File: config.mk
export PLATFORM = sky130hd
export DESIGN_NAME = oesb_output_enable_sideband_ctrl
export DESIGN_NICKNAME = d
export VERILOG_FILES = /design/src/design/oesb_pkg.sv /design/src/design/oesb_output_enable_sideband_ctrl.sv
export SDC_FILE = /design/constraint.sdc
export NUM_CORES = 1
export LEC_CHECK = 0
export BUFFER_PORTS_ARGS = -buffer_cell sky130_fd_sc_hd__buf_2
export CAP_MARGIN = 10
export CORE_ASPECT_RATIO = 0.7
export CORE_MARGIN = 5
export CORE_UTILIZATION = 55
export CTS_CLUSTER_DIAMETER = 120
export CTS_CLUSTER_SIZE = 20
export DETAILED_ROUTE_END_ITERATION = 6
export PLACE_DENSITY = 0.72
export SYNTH_ARGS = -nofsm -noshare
export SYNTH_HDL_FRONTEND = slang
export SYNTH_SLANG_ARGS = --single-unit
File: constraint.sdc
create_clock -name clk -period 5.9 [get_ports clk]
set_clock_uncertainty 0.05 [all_clocks]
set_input_delay 1.475 -clock clk [delete_from_list [all_inputs] [get_ports clk]]
set_output_delay 1.475 -clock clk [all_outputs]
set_load 0.05 [all_outputs]
File: src/design/oesb_pkg.sv
// package: constants, register map and carrier types of the output enable / side-band control block
package oesb_pkg;
	localparam int ADDR_W = 4;
	localparam int DATA_W = 32;
	// register offsets (byte addresses, one word each)
	localparam logic [ADDR_W-1:0] REG_SMB_ENABLE = 4'h0;
	localparam logic [ADDR_W-1:0] REG_GROUP_ASSIGN = 4'h4;
	localparam logic [ADDR_W-1:0] REG_CONFIG = 4'h8;
	localparam logic [ADDR_W-1:0] REG_STATUS = 4'hc;
	// sideband, irq and output-state registers sit in the lower half of the map, between the word offsets
	localparam logic [ADDR_W-1:0] REG_IRQ_STATUS = 4'h1;
	localparam logic [ADDR_W-1:0] REG_IRQ_ENABLE = 4'h2;
	localparam logic [ADDR_W-1:0] REG_IRQ_CLEAR = 4'h3;
	localparam logic [ADDR_W-1:0] REG_OUT_STATE = 4'h5;
	localparam logic [ADDR_W-1:0] REG_SIDE_CTRL = 4'h6;
	// config register fields
	localparam int CFG_WP_BIT = 0;
	localparam int CFG_SLEW_OVR_BIT = 1;
	localparam int CFG_SLEW_VAL_BIT = 2;
	// irq bit positions
	localparam int IRQ_LOSS = 0;
	localparam int IRQ_LOAD = 1;
	localparam int IRQ_PWRDN = 2;
	localparam int IRQ_W = 3;
	// tri-level strap encoding
	localparam logic [1:0] TRI_LOW = 2'h0;
	localparam logic [1:0] TRI_MID = 2'h1;
	localparam logic [1:0] TRI_HIGH = 2'h2;
	localparam logic [6:0] SMB_ADDR_BASE = 7'h68; // arbitrary neutral base
	// loss detector: no reference edge for this many ns (LOSS_TIMEOUT_CYC system cycles) means loss
	localparam int LOSS_TIMEOUT_NS = 1000;
	localparam int CLK_PERIOD_NS = 40;
	localparam int LOSS_TIMEOUT_CYC = LOSS_TIMEOUT_NS / CLK_PERIOD_NS;
	typedef enum {PS_WAIT_FIRST, PS_RUN, PS_PWRDN} oesb_pwr_t;
	typedef struct packed {
		logic sideClk;
		logic sideData;
		logic shiftLoadN;
	} oesb_side_t;
	typedef struct packed {
		logic writeProtect;
		logic slewOverride;
		logic slewValue;
	} oesb_cfg_t;
endpackage

File: src/design/oesb_output_enable_sideband_ctrl.sv
// output enable, side-band serial port, power sequencing and loss-of-signal control
//Contract
//- per-output enable pins are active low; 0 enables, 1 disables
//- mode strap 0 keeps shared pins as enables; 1 makes them side-band pins
//- in side-band mode register enables and unshared pins still apply
//- side-band data shifts in on each rising side-band clock edge
//- shared data pin is the shift register serial input
//- shift-load low freezes the shift register; high allows shifting
//- falling shift-load edge copies shift register into output control register
//- serial out drives shift register last bit for daisy chaining
//- first power-good high samples latched straps then starts up
//- later power-good low enters power-down; high leaves it
//- open-drain loss flag pulled low while reference clock is lost
//- outputs parked static while the reference clock is lost
//- four active-low group enables gate outputs per assignment registers
//- slave address decoded from tri-level straps taken together
//- straps select one of 9 addresses; write protect blocks register writes (here only enable and group-assign writes; config and irq writes pass)
//- slew rate comes from a strap or a register setting
//
// Chosen here: strobed register access and the register addresses.
`timescale 1ns/10ps
`default_nettype none
module oesb_output_enable_sideband_ctrl #(
	parameter int NUM_OUT = 24,
	parameter int IDX_SIDE_CLK = 23,
	parameter int IDX_SIDE_DATA = 22,
	parameter int IDX_SHIFT_LOAD = 2,
	parameter bit SIDE_MSB_FIRST = 1'b1
) (
	input wire logic clk, // 25 MHz system clock
	input wire logic srst, // synchronous reset, active high
	input wire logic [NUM_OUT-1:0] outEnableN, // per-output enable pins, active low; some shared
	input wire logic [3:0] groupEnableN, // group a..d enable pins, active low
	input wire logic sidebandModeStrap, // side-band select strap
	input wire logic powerGoodPowerdownN, // power-good / power-down pin
	input wire logic referenceClockIn, // reference clock activity
	input wire logic [1:0] slaveAddrStrap0, // tri-level strap 0 (low/mid/high)
	input wire logic [1:0] slaveAddrStrap1, // tri-level strap 1
	input wire logic slewStrap, // slew rate strap
	input wire logic [oesb_pkg::ADDR_W-1:0] regAddr, // register address
	input wire logic [oesb_pkg::DATA_W-1:0] regWdata, // register write data
	input wire logic regWr, // write strobe
	input wire logic regRd, // read strobe
	output logic [oesb_pkg::DATA_W-1:0] regRdata, // read data, cycle after strobe
	output logic [NUM_OUT-1:0] clockOutEnable, // enable per clock output, active high
	output logic outputsParked, // outputs parked static
	output logic powerDown, // device in power-down
	output logic sidebandSerialOut, // side-band serial out
	output logic inputLossFlagNOut, // loss flag drive value (always 0)
	output logic inputLossFlagNOe, // loss flag drive enable, high pulls low
	output logic [6:0] slaveAddr, // decoded smbus address
	output logic slewSelect, // effective slew setting
	output logic irq // level interrupt
);
	localparam int LOSS_CNT_W = $clog2(oesb_pkg::LOSS_TIMEOUT_CYC + 1);
	localparam int DATA_W = oesb_pkg::DATA_W;

	// enables must fit one register word; the three shared pins must be distinct outputs
	if (NUM_OUT < 4 || NUM_OUT > DATA_W || IDX_SIDE_CLK >= NUM_OUT || IDX_SIDE_DATA >= NUM_OUT ||
		IDX_SHIFT_LOAD >= NUM_OUT)
	begin : gen_bad_size
		$error("oesb: unsupported parameters");
	end
	if (IDX_SIDE_CLK == IDX_SIDE_DATA || IDX_SIDE_CLK == IDX_SHIFT_LOAD || IDX_SIDE_DATA == IDX_SHIFT_LOAD)
	begin : gen_bad_share
		$error("oesb: shared pin indices overlap");
	end

	// three-stage input synchronisers; stage 0 feeds only stage 1
	localparam int SYNC_W = NUM_OUT + 4 + 3;
	logic [SYNC_W-1:0] syncIn;
	logic [SYNC_W-1:0] sync0, sync1, sync2;
	logic [SYNC_W-1:0] next_sync0, next_sync1, next_sync2;
	logic [SYNC_W-1:0] stable, next_stable;
	assign syncIn = {referenceClockIn, powerGoodPowerdownN, sidebandModeStrap, groupEnableN, outEnableN};

	always_comb
	begin
		next_sync0 = syncIn;
		next_sync1 = sync0;
		next_sync2 = sync1;
		// a change counts once stages two and three agree
		next_stable = stable;
		for (int i = 0; i < SYNC_W; i++)
			if (sync1[i] == sync2[i])
				next_stable[i] = sync2[i];
	end

	logic [NUM_OUT-1:0] pinEnN;
	logic [3:0] grpEnN;
	logic modeLive, pgood, refLive;
	assign pinEnN = stable[NUM_OUT-1:0];
	assign grpEnN = stable[NUM_OUT+3:NUM_OUT];
	assign modeLive = stable[NUM_OUT+4];
	assign pgood = stable[NUM_OUT+5];
	assign refLive = stable[NUM_OUT+6];

	// power sequencing and strap capture
	oesb_pkg::oesb_pwr_t pwrState, next_pwrState;
	logic sideMode, next_sideMode;
	logic [6:0] next_slaveAddr;
	logic strapSlew, next_strapSlew;

	function automatic logic [3:0] triDecode(input logic [1:0] s1, input logic [1:0] s0);
		logic [3:0] a1, a0;
		a1 = (s1 == oesb_pkg::TRI_HIGH) ? 4'h2 : (s1 == oesb_pkg::TRI_MID) ? 4'h1 : 4'h0;
		a0 = (s0 == oesb_pkg::TRI_HIGH) ? 4'h2 : (s0 == oesb_pkg::TRI_MID) ? 4'h1 : 4'h0;
		return 4'((a1 * 4'h3) + a0);
	endfunction

	always_comb
	begin
		next_pwrState = pwrState;
		next_sideMode = sideMode;
		next_slaveAddr = slaveAddr;
		next_strapSlew = strapSlew;
		case (pwrState)
			oesb_pkg::PS_WAIT_FIRST:
				if (pgood)
				begin
					// straps are caught once; later changes are ignored
					next_sideMode = modeLive;
					next_slaveAddr = oesb_pkg::SMB_ADDR_BASE + {3'h0, triDecode(slaveAddrStrap1, slaveAddrStrap0)};
					next_strapSlew = slewStrap;
					next_pwrState = oesb_pkg::PS_RUN;
				end
			oesb_pkg::PS_RUN:
				if (!pgood)
					next_pwrState = oesb_pkg::PS_PWRDN;
			oesb_pkg::PS_PWRDN:
				if (pgood)
					next_pwrState = oesb_pkg::PS_RUN;
			default:
				next_pwrState = oesb_pkg::PS_WAIT_FIRST;
		endcase
	end

	// loss of reference: no edge within the timeout
	logic refPrev, next_refPrev;
	logic [LOSS_CNT_W-1:0] lossCnt, next_lossCnt;
	logic lost, next_lost;
	always_comb
	begin
		next_refPrev = refLive;
		next_lossCnt = lossCnt;
		next_lost = lost;
		if (refLive != refPrev)
		begin
			next_lossCnt = '0;
			next_lost = 1'b0;
		end
		else if (lossCnt == LOSS_CNT_W'(oesb_pkg::LOSS_TIMEOUT_CYC))
			next_lost = 1'b1;
		else
			next_lossCnt = lossCnt + 1'b1;
	end

	// side-band serial port, sampled by edge detection on the system clock
	logic sclkPrev, next_sclkPrev;
	logic loadPrev, next_loadPrev;
	logic [NUM_OUT-1:0] shiftReg, next_shiftReg;
	logic [NUM_OUT-1:0] sideCtrl, next_sideCtrl;
	logic loadEvent;
	oesb_pkg::oesb_side_t side;
	assign side = '{sideClk: pinEnN[IDX_SIDE_CLK], sideData: pinEnN[IDX_SIDE_DATA],
		shiftLoadN: pinEnN[IDX_SHIFT_LOAD]};

	always_comb
	begin
		next_sclkPrev = side.sideClk;
		next_loadPrev = side.shiftLoadN;
		next_shiftReg = shiftReg;
		next_sideCtrl = sideCtrl;
		loadEvent = 1'b0;
		if (sideMode)
		begin
			if (side.sideClk && !sclkPrev && side.shiftLoadN)
			begin
				if (SIDE_MSB_FIRST)
					next_shiftReg = {shiftReg[NUM_OUT-2:0], side.sideData};
				else
					next_shiftReg = {side.sideData, shiftReg[NUM_OUT-1:1]};
			end
			if (!side.shiftLoadN && loadPrev)
			begin
				next_sideCtrl = shiftReg;
				loadEvent = 1'b1;
			end
		end
	end

	// register file
	logic [NUM_OUT-1:0] smbEnable, next_smbEnable;
	logic [7:0] groupAssign [NUM_OUT];
	logic [7:0] next_groupAssign [NUM_OUT];
	oesb_pkg::oesb_cfg_t cfg, next_cfg;
	logic [oesb_pkg::IRQ_W-1:0] irqStatus, next_irqStatus, irqEnable, next_irqEnable, irqEvent;
	logic [oesb_pkg::DATA_W-1:0] next_regRdata;
	logic wrOk;
	assign wrOk = regWr && !cfg.writeProtect;
	assign irqEvent = {(pwrState == oesb_pkg::PS_RUN) && !pgood, loadEvent, next_lost && !lost};

	always_comb
	begin
		next_smbEnable = smbEnable;
		next_groupAssign = groupAssign;
		next_cfg = cfg;
		next_irqEnable = irqEnable;
		next_irqStatus = irqStatus;
		next_regRdata = '0;
		if (wrOk)
			case (regAddr)
				oesb_pkg::REG_SMB_ENABLE: next_smbEnable = regWdata[NUM_OUT-1:0];
				// eight group bits per output, one output per write, selected by bits [31:24]
				oesb_pkg::REG_GROUP_ASSIGN:
					for (int i = 0; i < NUM_OUT; i++)
						if (regWdata[31:24] == 8'(i))
							next_groupAssign[i] = regWdata[7:0];
				default:
					;
			endcase
		// protection bit itself stays writable so software can unlock
		if (regWr && regAddr == oesb_pkg::REG_CONFIG)
		begin
			next_cfg.writeProtect = regWdata[oesb_pkg::CFG_WP_BIT];
			next_cfg.slewOverride = regWdata[oesb_pkg::CFG_SLEW_OVR_BIT];
			next_cfg.slewValue = regWdata[oesb_pkg::CFG_SLEW_VAL_BIT];
		end
		if (regWr && regAddr == oesb_pkg::REG_IRQ_ENABLE)
			next_irqEnable = regWdata[oesb_pkg::IRQ_W-1:0];
		if (regWr && regAddr == oesb_pkg::REG_IRQ_CLEAR)
			next_irqStatus = irqStatus & ~regWdata[oesb_pkg::IRQ_W-1:0];
		// a set in the same cycle as its clear wins
		next_irqStatus = next_irqStatus | irqEvent;
		if (regRd)
			case (regAddr)
				oesb_pkg::REG_SMB_ENABLE: next_regRdata = DATA_W'(smbEnable);
				oesb_pkg::REG_CONFIG:
				begin
					next_regRdata[oesb_pkg::CFG_WP_BIT] = cfg.writeProtect;
					next_regRdata[oesb_pkg::CFG_SLEW_OVR_BIT] = cfg.slewOverride;
					next_regRdata[oesb_pkg::CFG_SLEW_VAL_BIT] = cfg.slewValue;
				end
				oesb_pkg::REG_STATUS: next_regRdata = DATA_W'({slaveAddr, sideMode, lost, powerDown});
				oesb_pkg::REG_IRQ_STATUS: next_regRdata = DATA_W'(irqStatus);
				oesb_pkg::REG_IRQ_ENABLE: next_regRdata = DATA_W'(irqEnable);
				oesb_pkg::REG_OUT_STATE: next_regRdata = DATA_W'(clockOutEnable);
				oesb_pkg::REG_SIDE_CTRL: next_regRdata = DATA_W'(sideCtrl);
				default: next_regRdata = '0;
			endcase
	end

	// output enable combination
	logic [NUM_OUT-1:0] next_clockOutEnable;
	logic [NUM_OUT-1:0] pinOk;
	genvar g;
	generate
		for (g = 0; g < NUM_OUT; g++)
		begin : gen_out
			logic shared;
			logic grpOk;
			assign shared = (g == IDX_SIDE_CLK) || (g == IDX_SIDE_DATA) || (g == IDX_SHIFT_LOAD);
			// a shared pin in side-band mode no longer gates its output
			assign pinOk[g] = (sideMode && shared) ? sideCtrl[g] : !pinEnN[g];
			// bits [3:0] pick groups a..d; no bit means no group gating
			assign grpOk = &(~(groupAssign[g][3:0] & grpEnN));
			assign next_clockOutEnable[g] = pinOk[g] && smbEnable[g] && grpOk &&
				(pwrState == oesb_pkg::PS_RUN) && !next_lost;
		end
	endgenerate

	always_ff @(posedge clk)
	begin
		if (srst)
		begin
			sync0 <= '0;
			sync1 <= '0;
			sync2 <= '0;
			stable <= '0;
		end
		else
		begin
			sync0 <= next_sync0;
			sync1 <= next_sync1;
			sync2 <= next_sync2;
			stable <= next_stable;
		end
	end

	always_ff @(posedge clk)
	begin
		if (srst)
		begin
			pwrState <= oesb_pkg::PS_WAIT_FIRST;
			sideMode <= 1'b0;
			slaveAddr <= '0;
			strapSlew <= 1'b0;
		end
		else
		begin
			pwrState <= next_pwrState;
			sideMode <= next_sideMode;
			slaveAddr <= next_slaveAddr;
			strapSlew <= next_strapSlew;
		end
	end

	always_ff @(posedge clk)
	begin
		if (srst)
		begin
			refPrev <= 1'b0;
			lossCnt <= '0;
			lost <= 1'b0;
		end
		else
		begin
			refPrev <= next_refPrev;
			lossCnt <= next_lossCnt;
			lost <= next_lost;
		end
	end

	always_ff @(posedge clk)
	begin
		if (srst)
		begin
			sclkPrev <= 1'b0;
			loadPrev <= 1'b0;
			shiftReg <= '0;
			sideCtrl <= '0;
			sidebandSerialOut <= 1'b0;
		end
		else
		begin
			sclkPrev <= next_sclkPrev;
			loadPrev <= next_loadPrev;
			shiftReg <= next_shiftReg;
			sideCtrl <= next_sideCtrl;
			sidebandSerialOut <= SIDE_MSB_FIRST ? next_shiftReg[NUM_OUT-1] : next_shiftReg[0];
		end
	end

	always_ff @(posedge clk)
	begin
		if (srst)
		begin
			smbEnable <= '1;
			for (int i = 0; i < NUM_OUT; i++)
				groupAssign[i] <= '0;
			cfg <= '0;
			irqStatus <= '0;
			irqEnable <= '0;
			regRdata <= '0;
			irq <= 1'b0;
		end
		else
		begin
			smbEnable <= next_smbEnable;
			groupAssign <= next_groupAssign;
			cfg <= next_cfg;
			irqStatus <= next_irqStatus;
			irqEnable <= next_irqEnable;
			regRdata <= next_regRdata;
			irq <= |(next_irqStatus & next_irqEnable);
		end
	end

	always_ff @(posedge clk)
	begin
		if (srst)
		begin
			clockOutEnable <= '0;
			outputsParked <= 1'b1;
			powerDown <= 1'b1;
			inputLossFlagNOe <= 1'b0;
			inputLossFlagNOut <= 1'b0;
			slewSelect <= 1'b0;
		end
		else
		begin
			clockOutEnable <= next_clockOutEnable;
			outputsParked <= next_lost;
			powerDown <= (next_pwrState != oesb_pkg::PS_RUN);
			inputLossFlagNOe <= next_lost;
			inputLossFlagNOut <= 1'b0;
			slewSelect <= next_cfg.slewOverride ? next_cfg.slewValue : next_strapSlew;
		end
	end
endmodule // oesb_output_enable_sideband_ctrl
`default_nettype wire

### After elaboration in Yosys (flattened, before gate mapping)

Cells that the tools add are included.

| cells by class | value |
|---|---|
| $add $sub $neg | 3 |
| $mul | 1 |
| equality and inequality tests | 72 |
| multiplexer cells | 24 |
| bitwise gates (word level) | 53 |
| reduce and logical (&&, ||, !) cells | 193 |

Operator list:

| cell | number |
|---|---|
| 1-bit logical AND | 105 |
| 4-bit bitwise AND | 24 |
| 4-bit NOT | 24 |
| 4-bit AND reduction | 24 |
| 21-bit case mux with 4 select lines | 1 |
| 3-bit AND reduction | 24 |
| 32-bit by 2-bit == test with 1-bit output, second input constant | 2 |
| 8-bit by 4-bit == test with 1-bit output, second input constant | 8 |
| 8-bit by 5-bit == test with 1-bit output, second input constant | 8 |
| 32-bit 2-to-1 mux | 2 |
| 32-bit case mux with 2 select lines | 1 |
| 24-bit 2-to-1 mux | 2 |
| 32-bit by 1-bit == test with 1-bit output, second input constant | 1 |
| 8-bit by 3-bit == test with 1-bit output, second input constant | 4 |
| 32-bit zero test | 1 |
| 32-bit by 2-bit inequality test with 1-bit output, second input constant | 1 |
| 1-bit == test | 31 |
| 1-bit zero test | 29 |
| 3-bit case mux with 7 select lines | 1 |
| 8-bit by 2-bit == test with 1-bit output, second input constant | 2 |
| 4-bit by 3-bit == test with 1-bit output, second input constant | 3 |
| 1-bit 2-to-1 mux | 12 |
| 4-bit by 2-bit == test with 1-bit output, second input constant | 2 |
| 4-bit == test, second input constant | 2 |
| other kinds (21) | 32 |

| word-level totals | value |
|---|---|
| register bits | 411 |
| input bits | 76 |
| output and inout port bits | 70 |
| logic and storage cells | 428 |

### Logic depth before layout (Yosys ltp)

Gate-level depths: netlist of the first run.

| depth | value |
|---|---|
| depth after elaboration | 7 |
| mapped depth | 8 |
| mapped depth without buffers | 8 |

### Least setup slack after synthesis of the first run

No wires, ideal clock.

| timing | value |
|---|---|
| kind | input -> register |
| start | in slaveAddrStrap1[0] |
| end | reg slaveAddr[2] |
| library setup time | 0.071 ns |
| arrival | 2.992 ns |
| slack | 2.788 ns |
| cell stages on the path | 8 |
| buffers on the path | 0 |
| cell sequence | inv_1 ha_1 inv_1 ha_1 ha_1 fa_1 nand4_1 a21oi_1 |

| on the way | value |
|---|---|
| cells in the longest elaborated chain, start to end | 6 |
| elaborated cells on any way between the ends | 7 |

Ends and longest elaborated chain:

| element | line | RTL |
|---|---|---|
| start: declaration | oesb_output_enable_sideband_ctrl.sv:38 | `input wire logic [1:0] slaveAddrStrap1,` |
| 2-bit by 1-bit == test with 1-bit output | oesb_output_enable_sideband_ctrl.sv:106 | `a1 = (s1 == oesb_pkg::TRI_HIGH) ? 4'h2 : (s1 == oesb_pkg::TRI_MID) ? 4'h1 : 4'h0;` |
| 1-bit 2-to-1 mux | oesb_output_enable_sideband_ctrl.sv:106 |  |
| 2-bit 2-to-1 mux * | oesb_output_enable_sideband_ctrl.sv:106 |  |
| 2-bit by 2-bit multiplier with 4-bit output * | oesb_output_enable_sideband_ctrl.sv:108 | `return 4'((a1 * 4'h3) + a0);` |
| 4-bit by 2-bit adder with 4-bit output * | oesb_output_enable_sideband_ctrl.sv:108 |  |
| 6-bit by 5-bit adder with 7-bit output * | oesb_output_enable_sideband_ctrl.sv:123 | `next_slaveAddr = oesb_pkg::SMB_ADDR_BASE + {3'h0, triDecode(slaveAddrStrap1, slaveAddrStrap0)};` |
| end signal: assignment | oesb_output_enable_sideband_ctrl.sv:303 | `slaveAddr <= next_slaveAddr;` |
| end: declaration | oesb_output_enable_sideband_ctrl.sv:51 | `output logic [6:0] slaveAddr,` |

Every way passes the cells marked *; elsewhere a longest branch is shown, timed or not.
A chain may end at the register's enable or synchronous reset.

### Worst setup path in the final report of the first run

| timing | value |
|---|---|
| start | in regAddr[2] (netlist bit) |
| end | reg groupAssign[88] (netlist bit) |

| on the way | value |
|---|---|
| cells in the longest elaborated chain, start to end | 2 |

Ends and longest elaborated chain:

| element | line | RTL |
|---|---|---|
| start: declaration | oesb_output_enable_sideband_ctrl.sv:40 | `input wire logic [oesb_pkg::ADDR_W-1:0] regAddr,` |
| 4-bit by 3-bit == test with 1-bit output | oesb_output_enable_sideband_ctrl.sv:212 | `case (regAddr)` |
| 3-bit AND reduction (no line) | n/a |  |
| end signal: assignment | oesb_output_enable_sideband_ctrl.sv:360 | `groupAssign <= next_groupAssign;` |
| end: declaration | oesb_output_enable_sideband_ctrl.sv:194 | `logic [7:0] groupAssign [NUM_OUT];` |

No other way between the ends.

==> results.md, run 1 <==
Status:
- The flow ran to the end, and the final reports show no timing, DRC or antenna violations.

Timing:
- The smallest hold slack is 388 ps.
- The worst pin sits at a relative slew slack of 0.233.
- At the pin with the least slew margin, the transition time is about 1100 ps.
- For this run, the top clock speed supported by timing is 276 MHz.
- The number of pins exceeding their max-slew limit in the final report is 0.
- The post-route minimum period is roughly 3600 ps.
- Setup repair after global routing left no endpoint under its margin.
- The final sum of negative setup slack is 0 ps.
- Setup violations remaining at the end of the flow were counted as 0.
- The portion of the clock cycle consumed by the worst path in the final layout is 0.615.
- The number of hold-slack violations in the final timing report is 0.

Logic synthesis:
- The gate count of the mapped netlist is around 1600.
- After synthesis the cells add up to around 15000 um2.
- The mean instance size in the synthesized netlist is around 9.1 um2.
- Of the synthesized area, sequential elements account for 0.549.
- The biggest area contributor in the post-synthesis netlist is dfxtp_1.
- The number of synthesized register bits is approximately 400.
- Synthesis instantiated between 50 and 60 different standard cells from the library.
- The number of enable-type register cells in the synthesized netlist is 0.
- For this run, the leading register cell type out of synthesis is dfxtp_1.
- The async set-reset flop share out of synthesis is 0.
- The Yosys warning count is 0.
- The area share of the largest cell type after synthesis is 0.549.
- Ranked by total cell area, the synthesized netlist is headed by dfxtp_1, a21oi_1, nand2_1, o21ai_0, nor2b_1.

Die:
- For this configuration, the core starts out at a cell density of 0.554.
- The die covers 30100 um2.
- The die is between 100 and 150 um tall.
- The die is around 210 um wide.
- The I/O pin total is between 100 and 150.
- The number of placement rows is 50.
- The area inside the core boundary is between 20000 and 30000 um2.

Hold path:
- The path class of the tightest hold or removal check is reg2reg.

Layout:
- Of the cells placed in the final design, the portion with a size suffix greater than 1 is 0.117.
- The post-route standard cell area excluding fillers is around 16000 um2.
- The repair_antennas step left the layout with diodes totalling 0.
- The filler cells instantiated in the layout total between 2000 and 2500.
- From synthesis to final layout, the design area changed by 9.85%.
- The total number of nets in the final design is approximately 1800.

Clock tree:
- The buffer levels on the longest clock path is 3.
- Buffers inserted to repair hold after CTS numbered 0.
- The clock net sink count is around 400.
- The clock-pin transition on the worst setup and hold timing paths is around 80 ps.
- Buffers inserted during clock tree synthesis total 24.
- The number of gates resized after CTS was 0.
- The later pin in the worst-skew pair is clocked with a latency of about 540 ps.
- The total number of H-tree levels is 1.
- In this run the clock root is driven by a clkbuf_16.
- The CTS tree is yes.
- The number of setup buffers added after CTS is 0.

Routing:
- The top routing layer in use is met4.
- The antenna violation net count after detailed routing is 0.
- After detailed routing, the number of remaining DRC violations is 0.
- The final route contains around 12000 vias.
- The first-pass iteration count of the detailed router is 6.
- Summed over all nets, wire length on met2 after detailed routing comes to between 15000 and 20000 um.
- The average wire per cell in the routed design is between 15 and 20 um.
- After detailed routing, the wire length on met1 is 17300 um.
- The detailed router finished its first iteration with roughly 1300 violations.
- The amount of wire on met3 after detailed routing is approximately 4600 um.
- The total routed wirelength is 38600 um.
- The routed via count divided by cell count is around 6.

Global routing:
- The number of antenna violations at the first check in global routing came to 0.
- In the global route stage, overall resource usage came out at 0.245.
- The total overflow left after global routing is 0.
- The number of global-route vias before repair was 10900.
- Entering global routing, the biggest net connects ~240 pins.
- The first global-routing pass estimated between 60000 and 70000 um of wire.

Critical path:
- The startpoint class of the critical path is an input port.
- STA classifies the critical path endpoint as a flip-flop.
- For the worst setup path, the data required time is approximately 6200 ps.
- At the worst endpoint, the arrival time is 3950 ps.
- By startpoint and endpoint, the worst setup path is classified as in2reg.
- The setup slack on the worst flop-to-flop path is around 3300 ps.
- The peak fanout along the critical path is 16.

Placed design:
- The post-place instance area is about 15000 um2.
- Once detailed placement completed, the half-perimeter wirelength came to between 20000 and 25000 um.
- The total of buffers placed on input and output ports is 136.
- At the end of routability-driven placement, the weighted congestion stood at around 0.86.

Pwr:
- VDD sags by at most roughly 180 uV.
- The analysis attributes to cell leakage a power of 5.81 nW.
- Power spread over the standard cell area amounts to between 200 and 300 nW/um2.

Job:
- Across the run, the number of max-cap violations was 0.
==> per-stage QoR <==
| step | setup WS (ps) | utilization | total power [mW] | instances |
|---|---|---|---|---|
| floorplan | 2790 | - | 2.98 | 1643 |
| global placement | 1930 | 0.584 | 3.06 | 2008 |
| detailed placement | 1780 | 0.584 | 3.06 | 2008 |
| CTS | 2370 | 0.608 | 4.64 | 2034 |
| global route | 2190 | 0.608 | 4.78 | 2034 |
| finish | 2270 | 0.608 | 4.62 | 2034 |
==> cell usage in the layout, fill, tap and decap left out, drive strengths merged, types with 21 or more instances in the layout <==
cell,n
dfxtp,402
nand2,231
a21oi,186
buf,151
o21ai,133
nor2b,104
nand4,73
nand3,62
conb,39
a222oi,32
nor3,30
nand4b,29
clkbuf,26
a211oi,21
==> final cells by class <==
class                   count  area, um2  share of cell area
clock buffers              25        626              0.0389
clock inverters             1       20.0             0.00124
inverters                   9       33.8             0.00210
multi-input cells        1081       6090               0.378
flip-flops and latches    402       8050               0.500
well taps                 364        455              0.0283
repair buffers            152        822              0.0511
==> sequential cells by signal, summed over array words and instances (netlist names), 31 cells and up <==
signal and cells:
pwrState 32, next_sync1 31, next_sync2 31, stable 31, sync2 31, groupAssign 96
==> metal layers <==
| metal | vias to the layer above | GRT usage |
|---|---|---|
| met5 | - | 0 |
| li1 | 5751 | - |
| met3 | 62 | 0.0653 |
| met4 | 0 | 0.0579 |
| met2 | 557 | 0.344 |
| met1 | 5751 | 0.376 |
==> final timing paths <==
path / cells after the start / startpoint / to
max reg2reg: 4 / cfg[2] / groupAssign[88]
min reg2reg: 1 / next_sync1[27] / next_sync2[27]
min: 1 / next_sync1[27] / next_sync2[27]
max: 5 / regAddr[2] / groupAssign[88]
==> logic make-up after synthesis <==
group	after synthesis	share of synthesized area
AOI/OAI and AO/OA	420	0.168
muxes	3	0.00205
other	1	0.000256
xor gates and xnor gates	7	0.00419
buffers and inverters	160	0.0458
and+or+nand+nor	604	0.223
DFF	402	0.549
adders and majority gates	8	0.00735
==> Yosys cell counts, types with 2 or more instances <==
master    instances
dfxtp_1         402
nand2_1         231
a21oi_1         186
o21ai_0         133
clkbuf_1        114
nor2b_1         104
nand4_1          73
nand3_1          62
a222oi_1         32
nand4b_1         29
nor3_1           29
a211oi_1         21
a22oi_1          20
nor2_1           18
buf_2            16
buf_4            13
inv_1             9
a31oi_1           7
buf_1             7
ha_1              7
nor4_1            7
and3b_1           6
nand2b_1          6
nor3b_1           5
o31ai_1           5
and4b_1           4
or3_1             4
xor2_1            4
and2_1            3
and3_1            3
mux2i_1           3
nand3b_1          3
nor4b_2           3
o21a_1            3
or4_1             3
xnor2_1           3
a21boi_0          2
a311oi_1          2
nor4b_4           2
o221ai_1          2
or4_4             2
==> worst max-delay path, stage by stage <==
cell	delay, ps
buf_2	260
nor4b_2	890
nand4b_1	730
o21ai_0	460
a21oi_1	120
==> where the power goes <==
part / internal [mW] / switching (mW)
Combinational: 0.0636 / 0.161
Clock: 0.760 / 0.859
Sequential: 2.75 / 0.0219
No activity file was read; power rests on OpenSTA's default activity.
==> inputs of run 2 (changes only) <==
--- a/config.mk
+++ b/config.mk
@@ -9,11 +9,11 @@
 export CAP_MARGIN = 10
 export CORE_ASPECT_RATIO = 0.7
 export CORE_MARGIN = 5
-export CORE_UTILIZATION = 55
+export CORE_UTILIZATION = 53
 export CTS_CLUSTER_DIAMETER = 120
 export CTS_CLUSTER_SIZE = 20
 export DETAILED_ROUTE_END_ITERATION = 6
-export PLACE_DENSITY = 0.72
+export PLACE_DENSITY = 0.73
 export SYNTH_ARGS = -nofsm -noshare
 export SYNTH_HDL_FRONTEND = slang
 export SYNTH_SLANG_ARGS = --single-unit
==> constraint.sdc (replaced) <==
create_clock -name clk -period 3.3 [get_ports clk]
set_clock_uncertainty 0.05 [all_clocks]
set_input_delay 0.825 -clock clk [delete_from_list [all_inputs] [get_ports clk]]
set_output_delay 0.825 -clock clk [all_outputs]
set_load 0.05 [all_outputs]
==> run 2 against run 1 <==
Compared with the run above: register-to-register slack worse by 2400 ps; clock power is 79% higher; worst hold slack better by 0.81 ps; core utilization is 0.35 points lower; critical endpoint is now clockOutEnable[1]; sequential share of layout area is 0.64 points lower; first-iteration DRC count is 17% higher.
==> results.md, run 2 (synthesis gave the netlist of run 1 again) <==
Timing:
- Setup repair after global routing left no endpoint under its margin.
- Dividing the final minimum period by the clock period gives 0.733.
- The final sum of negative setup slack is 0 ps (unchanged).
- The final worst slack is 880 ps (-1390 ps).
- The number of pins exceeding their max-slew limit in the final report is 0 (unchanged).
- The final number of setup-violating endpoints is 0 (unchanged).
- The number of hold-slack violations in the final timing report is 0 (unchanged).
- The tightest slew margin relative to the limit is 0.325 (+0.0917).
- The transition time at the pin with the least slew margin is 1010 ps (-132 ps).
- The highest attainable clock frequency is just over 400 MHz.
- The post-route minimum period is between 2000 and 2500 ps.

Clock tree:
- The clock-pin transition on the worst setup and hold timing paths is 80 ps (about the same).
- The count of hold-fix buffers inserted at cts is 0 (unchanged).
- The buffer levels on the longest clock path is 3 (unchanged).
- The clock network latency to the later pin of the worst-skew pair came to 530 ps (about the same).
- In this run the clock root is driven by a clkbuf_16.
- The number of buffers created by CTS was 24 (unchanged).
- The count of instances resized after the clock tree is built is 0 (unchanged).
- The CTS tree is yes.
- The total number of H-tree levels came to 1 (unchanged).
- The clock net sink count is 402 (unchanged).
- The post-CTS setup-driven buffer insertion count was 0 (unchanged).

Pwr:
- The power density relative to cell area is 508 nW/um2 (+77%).
- The worst voltage drop across the vdd grid came to 330 uV (+81%).
- The cell internal power dissipation is 6.41 mW (+79%).
- The proportion of power drawn by flip-flops and latches is 0.600 (about the same).
- The cell leakage power was 5.95 nW (+2.3%).
- The net switching power of the design came to 1.87 mW (+80%).
- The proportion of total power due to net switching is 0.226 (+0.000490).
- The part of the total power dissipated in the clock network is 0.351 (about the same).
- The combinational cell fraction of total power was 0.049 (about the same).

Die:
- The number of placement rows is 50 (unchanged).
- The width of the die was 209 um (+1.8%).
- The die footprint is 31100 um2 (+3.6%).
- The overall die height is 149 um (+1.7%).
- The initial standard-cell utilization of the core is 0.543 (-0.0103).
- The I/O pin total was 146 (unchanged).
- The area inside the core boundary is 27000 um2 (+1.9%).

Placed design:
- The worst slack after detailed placement came to 609 ps (-1170 ps).
- The total of buffers placed on input and output ports is 136 (unchanged).
- The final weighted congestion in routability-driven placement is 0.892 (+3.7%).
- The sum of net half-perimeters after detailed placement was 26000 um (+5.6%).
- The post-place instance area came to 15700 um2 (+1.3%).

Critical path:
- The worst endpoint data arrival time is 2810 ps (-1140 ps).
- The worst reg2reg path endpoint is clockOutEnable[1].
- The setup slack on the worst flop-to-flop path is 880 ps (-2430 ps).
- Walking the worst path, the cells encountered are or4_1 -> nor4b_4 -> o2111ai_2 -> buf_4 -> nor3_1.
- The cell count of the worst reg-to-reg path came to 5 (+1).
- In this run the critical register-to-register path is launched from pwrState[7].
- The critical path class is reg2reg.
- The worst setup path is launched from a flip-flop.
- The delay of the slowest cell on the worst path is 600 ps (-290 ps).
- The worst path required time came to 3690 ps (-2530 ps).
- The endpoint kind of the worst setup timing path is a flip-flop.
- The peak fanout along the critical path is 17 (+1).
- The cell at the slowest stage of the critical path is or4_1.

Global routing:
- The overall global routing resource usage is 0.243 (-0.00268).
- The number of global-route vias before repair is 11300 (+3.8%).
- The aggregate global routing overflow is 0 (unchanged).
- The number of antenna violations at the first check in global routing came to 1 (+1).
- The wire length of the first global-routing pass is 62600 um (+3.4%).
- The pin count of the biggest net entering global routing is 162 (-33%).

Layout:
- The area growth from synthesis to layout is 11.3%.
- Leaving out fill and tap cells, the most frequent cells in the layout are dfxtp_1, nand2_1, a21oi_1, buf_2, o21ai_0.
- The final-layout fill cell count is 2337 (+1.1%).
- The total number of nets in the final design is 1782 (+1.6%).
- The top register by number of flip-flops is groupAssign.
- The largest registers in the layout are groupAssign x96, pwrState x32.
- The share of cells above drive strength 1 came to 0.131 (+0.0140).
- The post-route standard cell area excluding fillers is 16300 um2 (+1.3%).
- The number of flip-flops in the largest register is 96 (unchanged).
- The most common cell after layout, fill and taps aside is dfxtp_1.

Hold path:
- The min-delay analysis places its worst path in the category reg2reg.
- In this run the most critical hold path is launched from next_sync1[12].
- The count of cells along the worst hold path is 1 (unchanged).
- The destination of the worst hold path is next_sync2[12].

Routing:
- The routed via count divided by cell count is 5.94 (-0.35%).
- The post-route DRC violation count came to 0 (unchanged).
- The total number of vias is 12300 (+1.1%).
- The total routed wirelength is 39400 um (+2.2%).
- The antenna violation net count after detailed routing is 0 (unchanged).
- The average wire per cell in the routed design is 19.1 um (+0.73%).
- The DRC violation total after the first TritonRoute iteration came to 1573 (+17%).
- The first-pass iteration count of the detailed router is 7 (+1).

Status:
- The run finished with clean final reports.

Job:
- The number of maximum-capacitance constraint violations is 0 (unchanged).
==> run 2: cell count changes in the layout (fill, tap and decap cells not counted), sizes merged <==
cell / delta
buf: +28
diode: +1
==> run 2: final cells by class <==
cell class                 instances  area [um2]  share of cell area
tap                              364         455              0.0279
sequential                       402        8050               0.494
clock buffer                      25         626              0.0384
inverter                           9        33.8             0.00207
antenna                            1        2.50            0.000154
clock inverter                     1        20.0             0.00123
timing repair buffer             180        1030              0.0633
multi-input combinational       1081        6080               0.373
==> run 2: power groups by stage <==
stage / clock network [mW] / registers, mW / logic (mW)
finish: 2.90 / 4.97 / 0.410
global route: 3.13 / 4.98 / 0.444
CTS: 2.96 / 4.97 / 0.402
detailed placement: 0 / 5.08 / 0.402
global placement: 0 / 5.08 / 0.394
floorplan: 0 / 5.07 / 0.265
==> run 2: how the worst max path moves through the flow <==
stage                  startpoint  slack [ps]  cells past startpoint           endpoint
2_1_floorplan  slaveAddrStrap1[0]         840                      8       slaveAddr[2]
3_3_place_gp           regAddr[2]         640                      6    groupAssign[67]
3_5_place_dp                regWr         610                      6    groupAssign[65]
4_1_cts              pwrState[10]         880                      5  clockOutEnable[1]
5_1_grt              pwrState[10]         720                      5  clockOutEnable[1]
6_report              pwrState[7]         880                      5  clockOutEnable[1]
==> run 2: through the flow <==
step / power (mW) / instances / util / hold slack (ps)
2_1_floorplan: 5.33 / 1643 / - / 364
3_3_place_gp: 5.47 / 2036 / 0.581 / 373
3_5_place_dp: 5.48 / 2036 / 0.581 / 376
4_1_cts: 8.33 / 2062 / 0.605 / 393
5_1_grt: 8.55 / 2062 / 0.605 / 403
6_report: 8.28 / 2063 / 0.605 / 389
==> run 2: critical path, delay by kind of cell, from the launching register on <==
kind / cells / cell delay (ps)
buffers and inverters: 1 / 330
DFF: 1 / 300
and+or+nand+nor: 3 / 1280
AOI/OAI and AO/OA: 1 / 350
==> run 2: routing by layer <==
| layer | GRT usage | vias to the layer above | wire length (um) | share of wire |
|---|---|---|---|---|
| li1 | - | 5802 | - | - |
| met1 | 0.370 | 5820 | 17700 | 0.45 |
| met2 | 0.358 | 570 | 16600 | 0.42 |
| met3 | 0.0473 | 57 | 4340 | 0.11 |
| met4 | 0.0515 | 2 | 743 | 0.019 |
| met5 | 0 | - | 11 | 0.00028 |
==> inputs of run 3 (changes only) <==
--- a/config.mk
+++ b/config.mk
@@ -9,11 +9,11 @@
 export CAP_MARGIN = 10
 export CORE_ASPECT_RATIO = 0.7
 export CORE_MARGIN = 5
-export CORE_UTILIZATION = 53
+export CORE_UTILIZATION = 55
 export CTS_CLUSTER_DIAMETER = 120
 export CTS_CLUSTER_SIZE = 20
 export DETAILED_ROUTE_END_ITERATION = 6
-export PLACE_DENSITY = 0.73
+export PLACE_DENSITY = 0.72
 export SYNTH_ARGS = -nofsm -noshare
 export SYNTH_HDL_FRONTEND = slang
 export SYNTH_SLANG_ARGS = --single-unit
==> constraint.sdc (replaced) <==
create_clock -name clk -period 2.27 [get_ports clk]
set_clock_uncertainty 0.05 [all_clocks]
set_input_delay 0.5675 -clock clk [delete_from_list [all_inputs] [get_ports clk]]
set_output_delay 0.5675 -clock clk [all_outputs]
set_load 0.05 [all_outputs]
==> run 3 against run 2 <==
Compared with the run above: clock power increased by 46%; critical path type unchanged; largest power group unchanged; largest cell class unchanged; die area decreased by 3.4%; first-iteration DRC count decreased by 19%; highest routed layer unchanged; non-clock buffer count increased by 39; power increased by 46%.
==> results.md, run 3 (synthesis gave the netlist of run 1 again) <==
Status:
- The run finished with clean final reports.

Layout:
- The post-route core utilization was 0.632 (+0.0273).
- The share of cells above drive strength 1 is 0.150 (+0.0195).
- The area occupied by multi-input gates is 6080 um2 (unchanged).
- The area of all sequential standard cells is 8050 um2 (unchanged).
- The largest registers in the layout are groupAssign x96, pwrState x32.
- The final-layout fill cell count was 2224 (-4.8%).
- The number of flip-flops in the largest register was 96 (unchanged).
- Ranked by flip-flop count, first place goes to groupAssign.
- The total number of nets in the final design is 1821 (+2.2%).
- In the layout the commonest cells are dfxtp_1, nand2_1, a21oi_1, buf_2, o21ai_0.
- From synthesis to final layout, the design area changed by 14.2%.
- The most common cell after layout, fill and taps aside is dfxtp_1.
- The post-route standard cell area excluding fillers is 16700 um2 (+2.6%).

Clock tree:
- The clock network latency to the later pin of the worst-skew pair came to 540 ps (about the same).
- The buffer levels on the longest clock path is 3 (unchanged).
- The count of instances resized after the clock tree is built came to 0 (unchanged).
- The clock net sink count came to 402 (unchanged).
- The count of hold-fix buffers inserted at cts is 0 (unchanged).
- TritonCTS built the clock tree.
- The number of buffers created by CTS is 24 (unchanged).
- The clock-pin transition on the worst setup and hold timing paths is 80 ps (about the same).
- The tree is rooted in a clkbuf_16.
- The total number of H-tree levels is 1 (unchanged).
- The post-CTS setup-driven buffer insertion count is 0 (unchanged).

Global routing:
- The aggregate global routing overflow is 0 (unchanged).
- The number of antenna violations at the first check in global routing is 2 (+1).
- The wire length of the first global-routing pass came to 61600 um (-1.6%).
- The pin count of the biggest net entering global routing is 84 (-48%).
- The overall global routing resource usage is 0.250 (+0.00778).
- The number of global-route vias before repair came to 11200 (-1.2%).

Critical path:
- The worst setup path is of the reg2reg kind.
- The worst setup path is launched from a flip-flop.
- The peak fanout along the critical path was 3 (-14).
- The worst endpoint data arrival time is 2510 ps (-300 ps).
- The worst path required time was 2610 ps (-1080 ps).
- The endpoint kind of the worst setup timing path is a flip-flop.

Placed design:
- The post-place instance area is 16100 um2 (+2.7%).
- The sum of net half-perimeters after detailed placement is 26600 um (+2.3%).
- The final weighted congestion in routability-driven placement is 0.879 (-1.5%).
- The total of buffers placed on input and output ports is 136 (unchanged).

Routing:
- The total routed wirelength is 39200 um (-0.44%).
- The total number of vias is 12400 (+1.3%).
- The routed via count divided by cell count was 5.90 (-0.61%).
- The first-pass iteration count of the detailed router is 7 (unchanged).
- The average wire per cell in the routed design is 18.7 um (-2.3%).
- The DRC violation total after the first TritonRoute iteration was 1267 (-19%).
- The antenna violation net count after detailed routing is 0 (unchanged).
- The post-route DRC violation count is 0 (unchanged).

Timing:
- The highest attainable clock frequency was 460 MHz (+11%).
- The smallest hold slack is 179 ps (-209 ps).
- The number of hold-slack violations in the final timing report is 0 (unchanged).
- The final number of setup-violating endpoints is 0 (unchanged).
- The portion of the clock cycle consumed by the worst path in the final layout is 0.958 (+0.225).
- The post-route minimum period is 2170 ps (-246 ps).
- Setup repair after global routing left no endpoint under its margin.
- The transition time at the pin with the least slew margin was 642 ps (-367 ps).
- The number of pins exceeding their max-slew limit in the final report is 0 (unchanged).
- The tightest slew margin relative to the limit is 0.572 (+0.247).

Die:
- The I/O pin total is 146 (unchanged).
- The initial standard-cell utilization of the core was 0.554 (+0.0103).
- The overall die height was 147 um (-1.7%).
- The area inside the core boundary came to 26500 um2 (-1.9%).
- The width of the die is 205 um (-1.7%).
- The die footprint is 30100 um2 (-3.4%).
- The number of placement rows is 50 (unchanged).

Pwr:
- The worst voltage drop across the vdd grid is 535 uV (+62%).
- The cell leakage power is 6.17 nW (+3.8%).
- The combinational cell fraction of total power is 0.053 (+0.004).
- The proportion of total power due to net switching came to 0.227 (+0.00115).
- The proportion of power drawn by flip-flops and latches came to 0.597 (-0.003).
- The cell internal power dissipation came to 9.35 mW (+46%).
- The power density relative to cell area is 723 nW/um2 (+42%).
- The part of the total power dissipated in the clock network was 0.350 (about the same).
- The net switching power of the design was 2.75 mW (+47%).

Hold path:
- The class of the tightest hold or removal check is in2reg.

Job:
- The number of maximum-capacitance constraint violations was 0 (unchanged).
## run 3: cell types whose count changed in the layout (fill, tap and decap cells not counted), sizes merged
cell,previous run,this run
diode,1,2
buf,179,218
## run 3: layer usage
| layer | track usage | share of wire | vias to the layer above |
|---|---|---|---|
| met3 | 0.0493 | 0.11 | 50 |
| met1 | 0.392 | 0.45 | 5907 |
| met2 | 0.359 | 0.42 | 564 |
| met5 | 0 | 0.00028 | - |
| li1 | - | - | 5889 |
| met4 | 0.0502 | 0.017 | 2 |
## run 3: per-stage QoR
| step | total power [mW] | instances | worst slack (ps) | setup TNS [ps] |
|---|---|---|---|---|
| final | 12.1 | 2103 | 95.3 | 0 |
| after global routing | 12.5 | 2102 | 9.91 | 0 |
| after CTS | 12.2 | 2101 | 92.7 | 0 |
| after detailed placement | 8.01 | 2075 | -115 | -563 |
| after global placement | 8.00 | 2075 | -59.5 | -59.5 |
| after floorplan | 7.75 | 1643 | 65.2 | 0 |
## run 3: area by class of cell
class,count,area share
antenna,2,0.000299
clock buffer,25,0.0374
clock inverter,1,0.00120
inverter,9,0.00202
multi-input combinational,1081,0.364
sequential,402,0.481
tap,364,0.0272
timing repair buffer,219,0.0867
## run 3: worst paths after layout
path,startpoint,endpoint,slack (ps),depth (start not counted)
worst min-delay path,regWdata[16],smbEnable[16],180,3
worst max register to register,pwrState[10],irq,100,5
worst min register to register,next_sync1[15],next_sync2[15],390,1
worst max-delay path,pwrState[10],irq,100,5
## run 3: power by group through the flow
stage / registers, mW / logic [mW] / clock network (mW)
finish: 7.22 / 0.644 / 4.24
global route: 7.23 / 0.693 / 4.57
CTS: 7.22 / 0.632 / 4.30
detailed placement: 7.38 / 0.630 / 0
global placement: 7.38 / 0.622 / 0
floorplan: 7.37 / 0.385 / 0
## run 3: critical path: stages (launching register included)
cell	delay, ps
dfxtp_1	300
or4_4	560
nor4b_4	360
buf_4	180
a31oi_1	120
o311ai_0	470
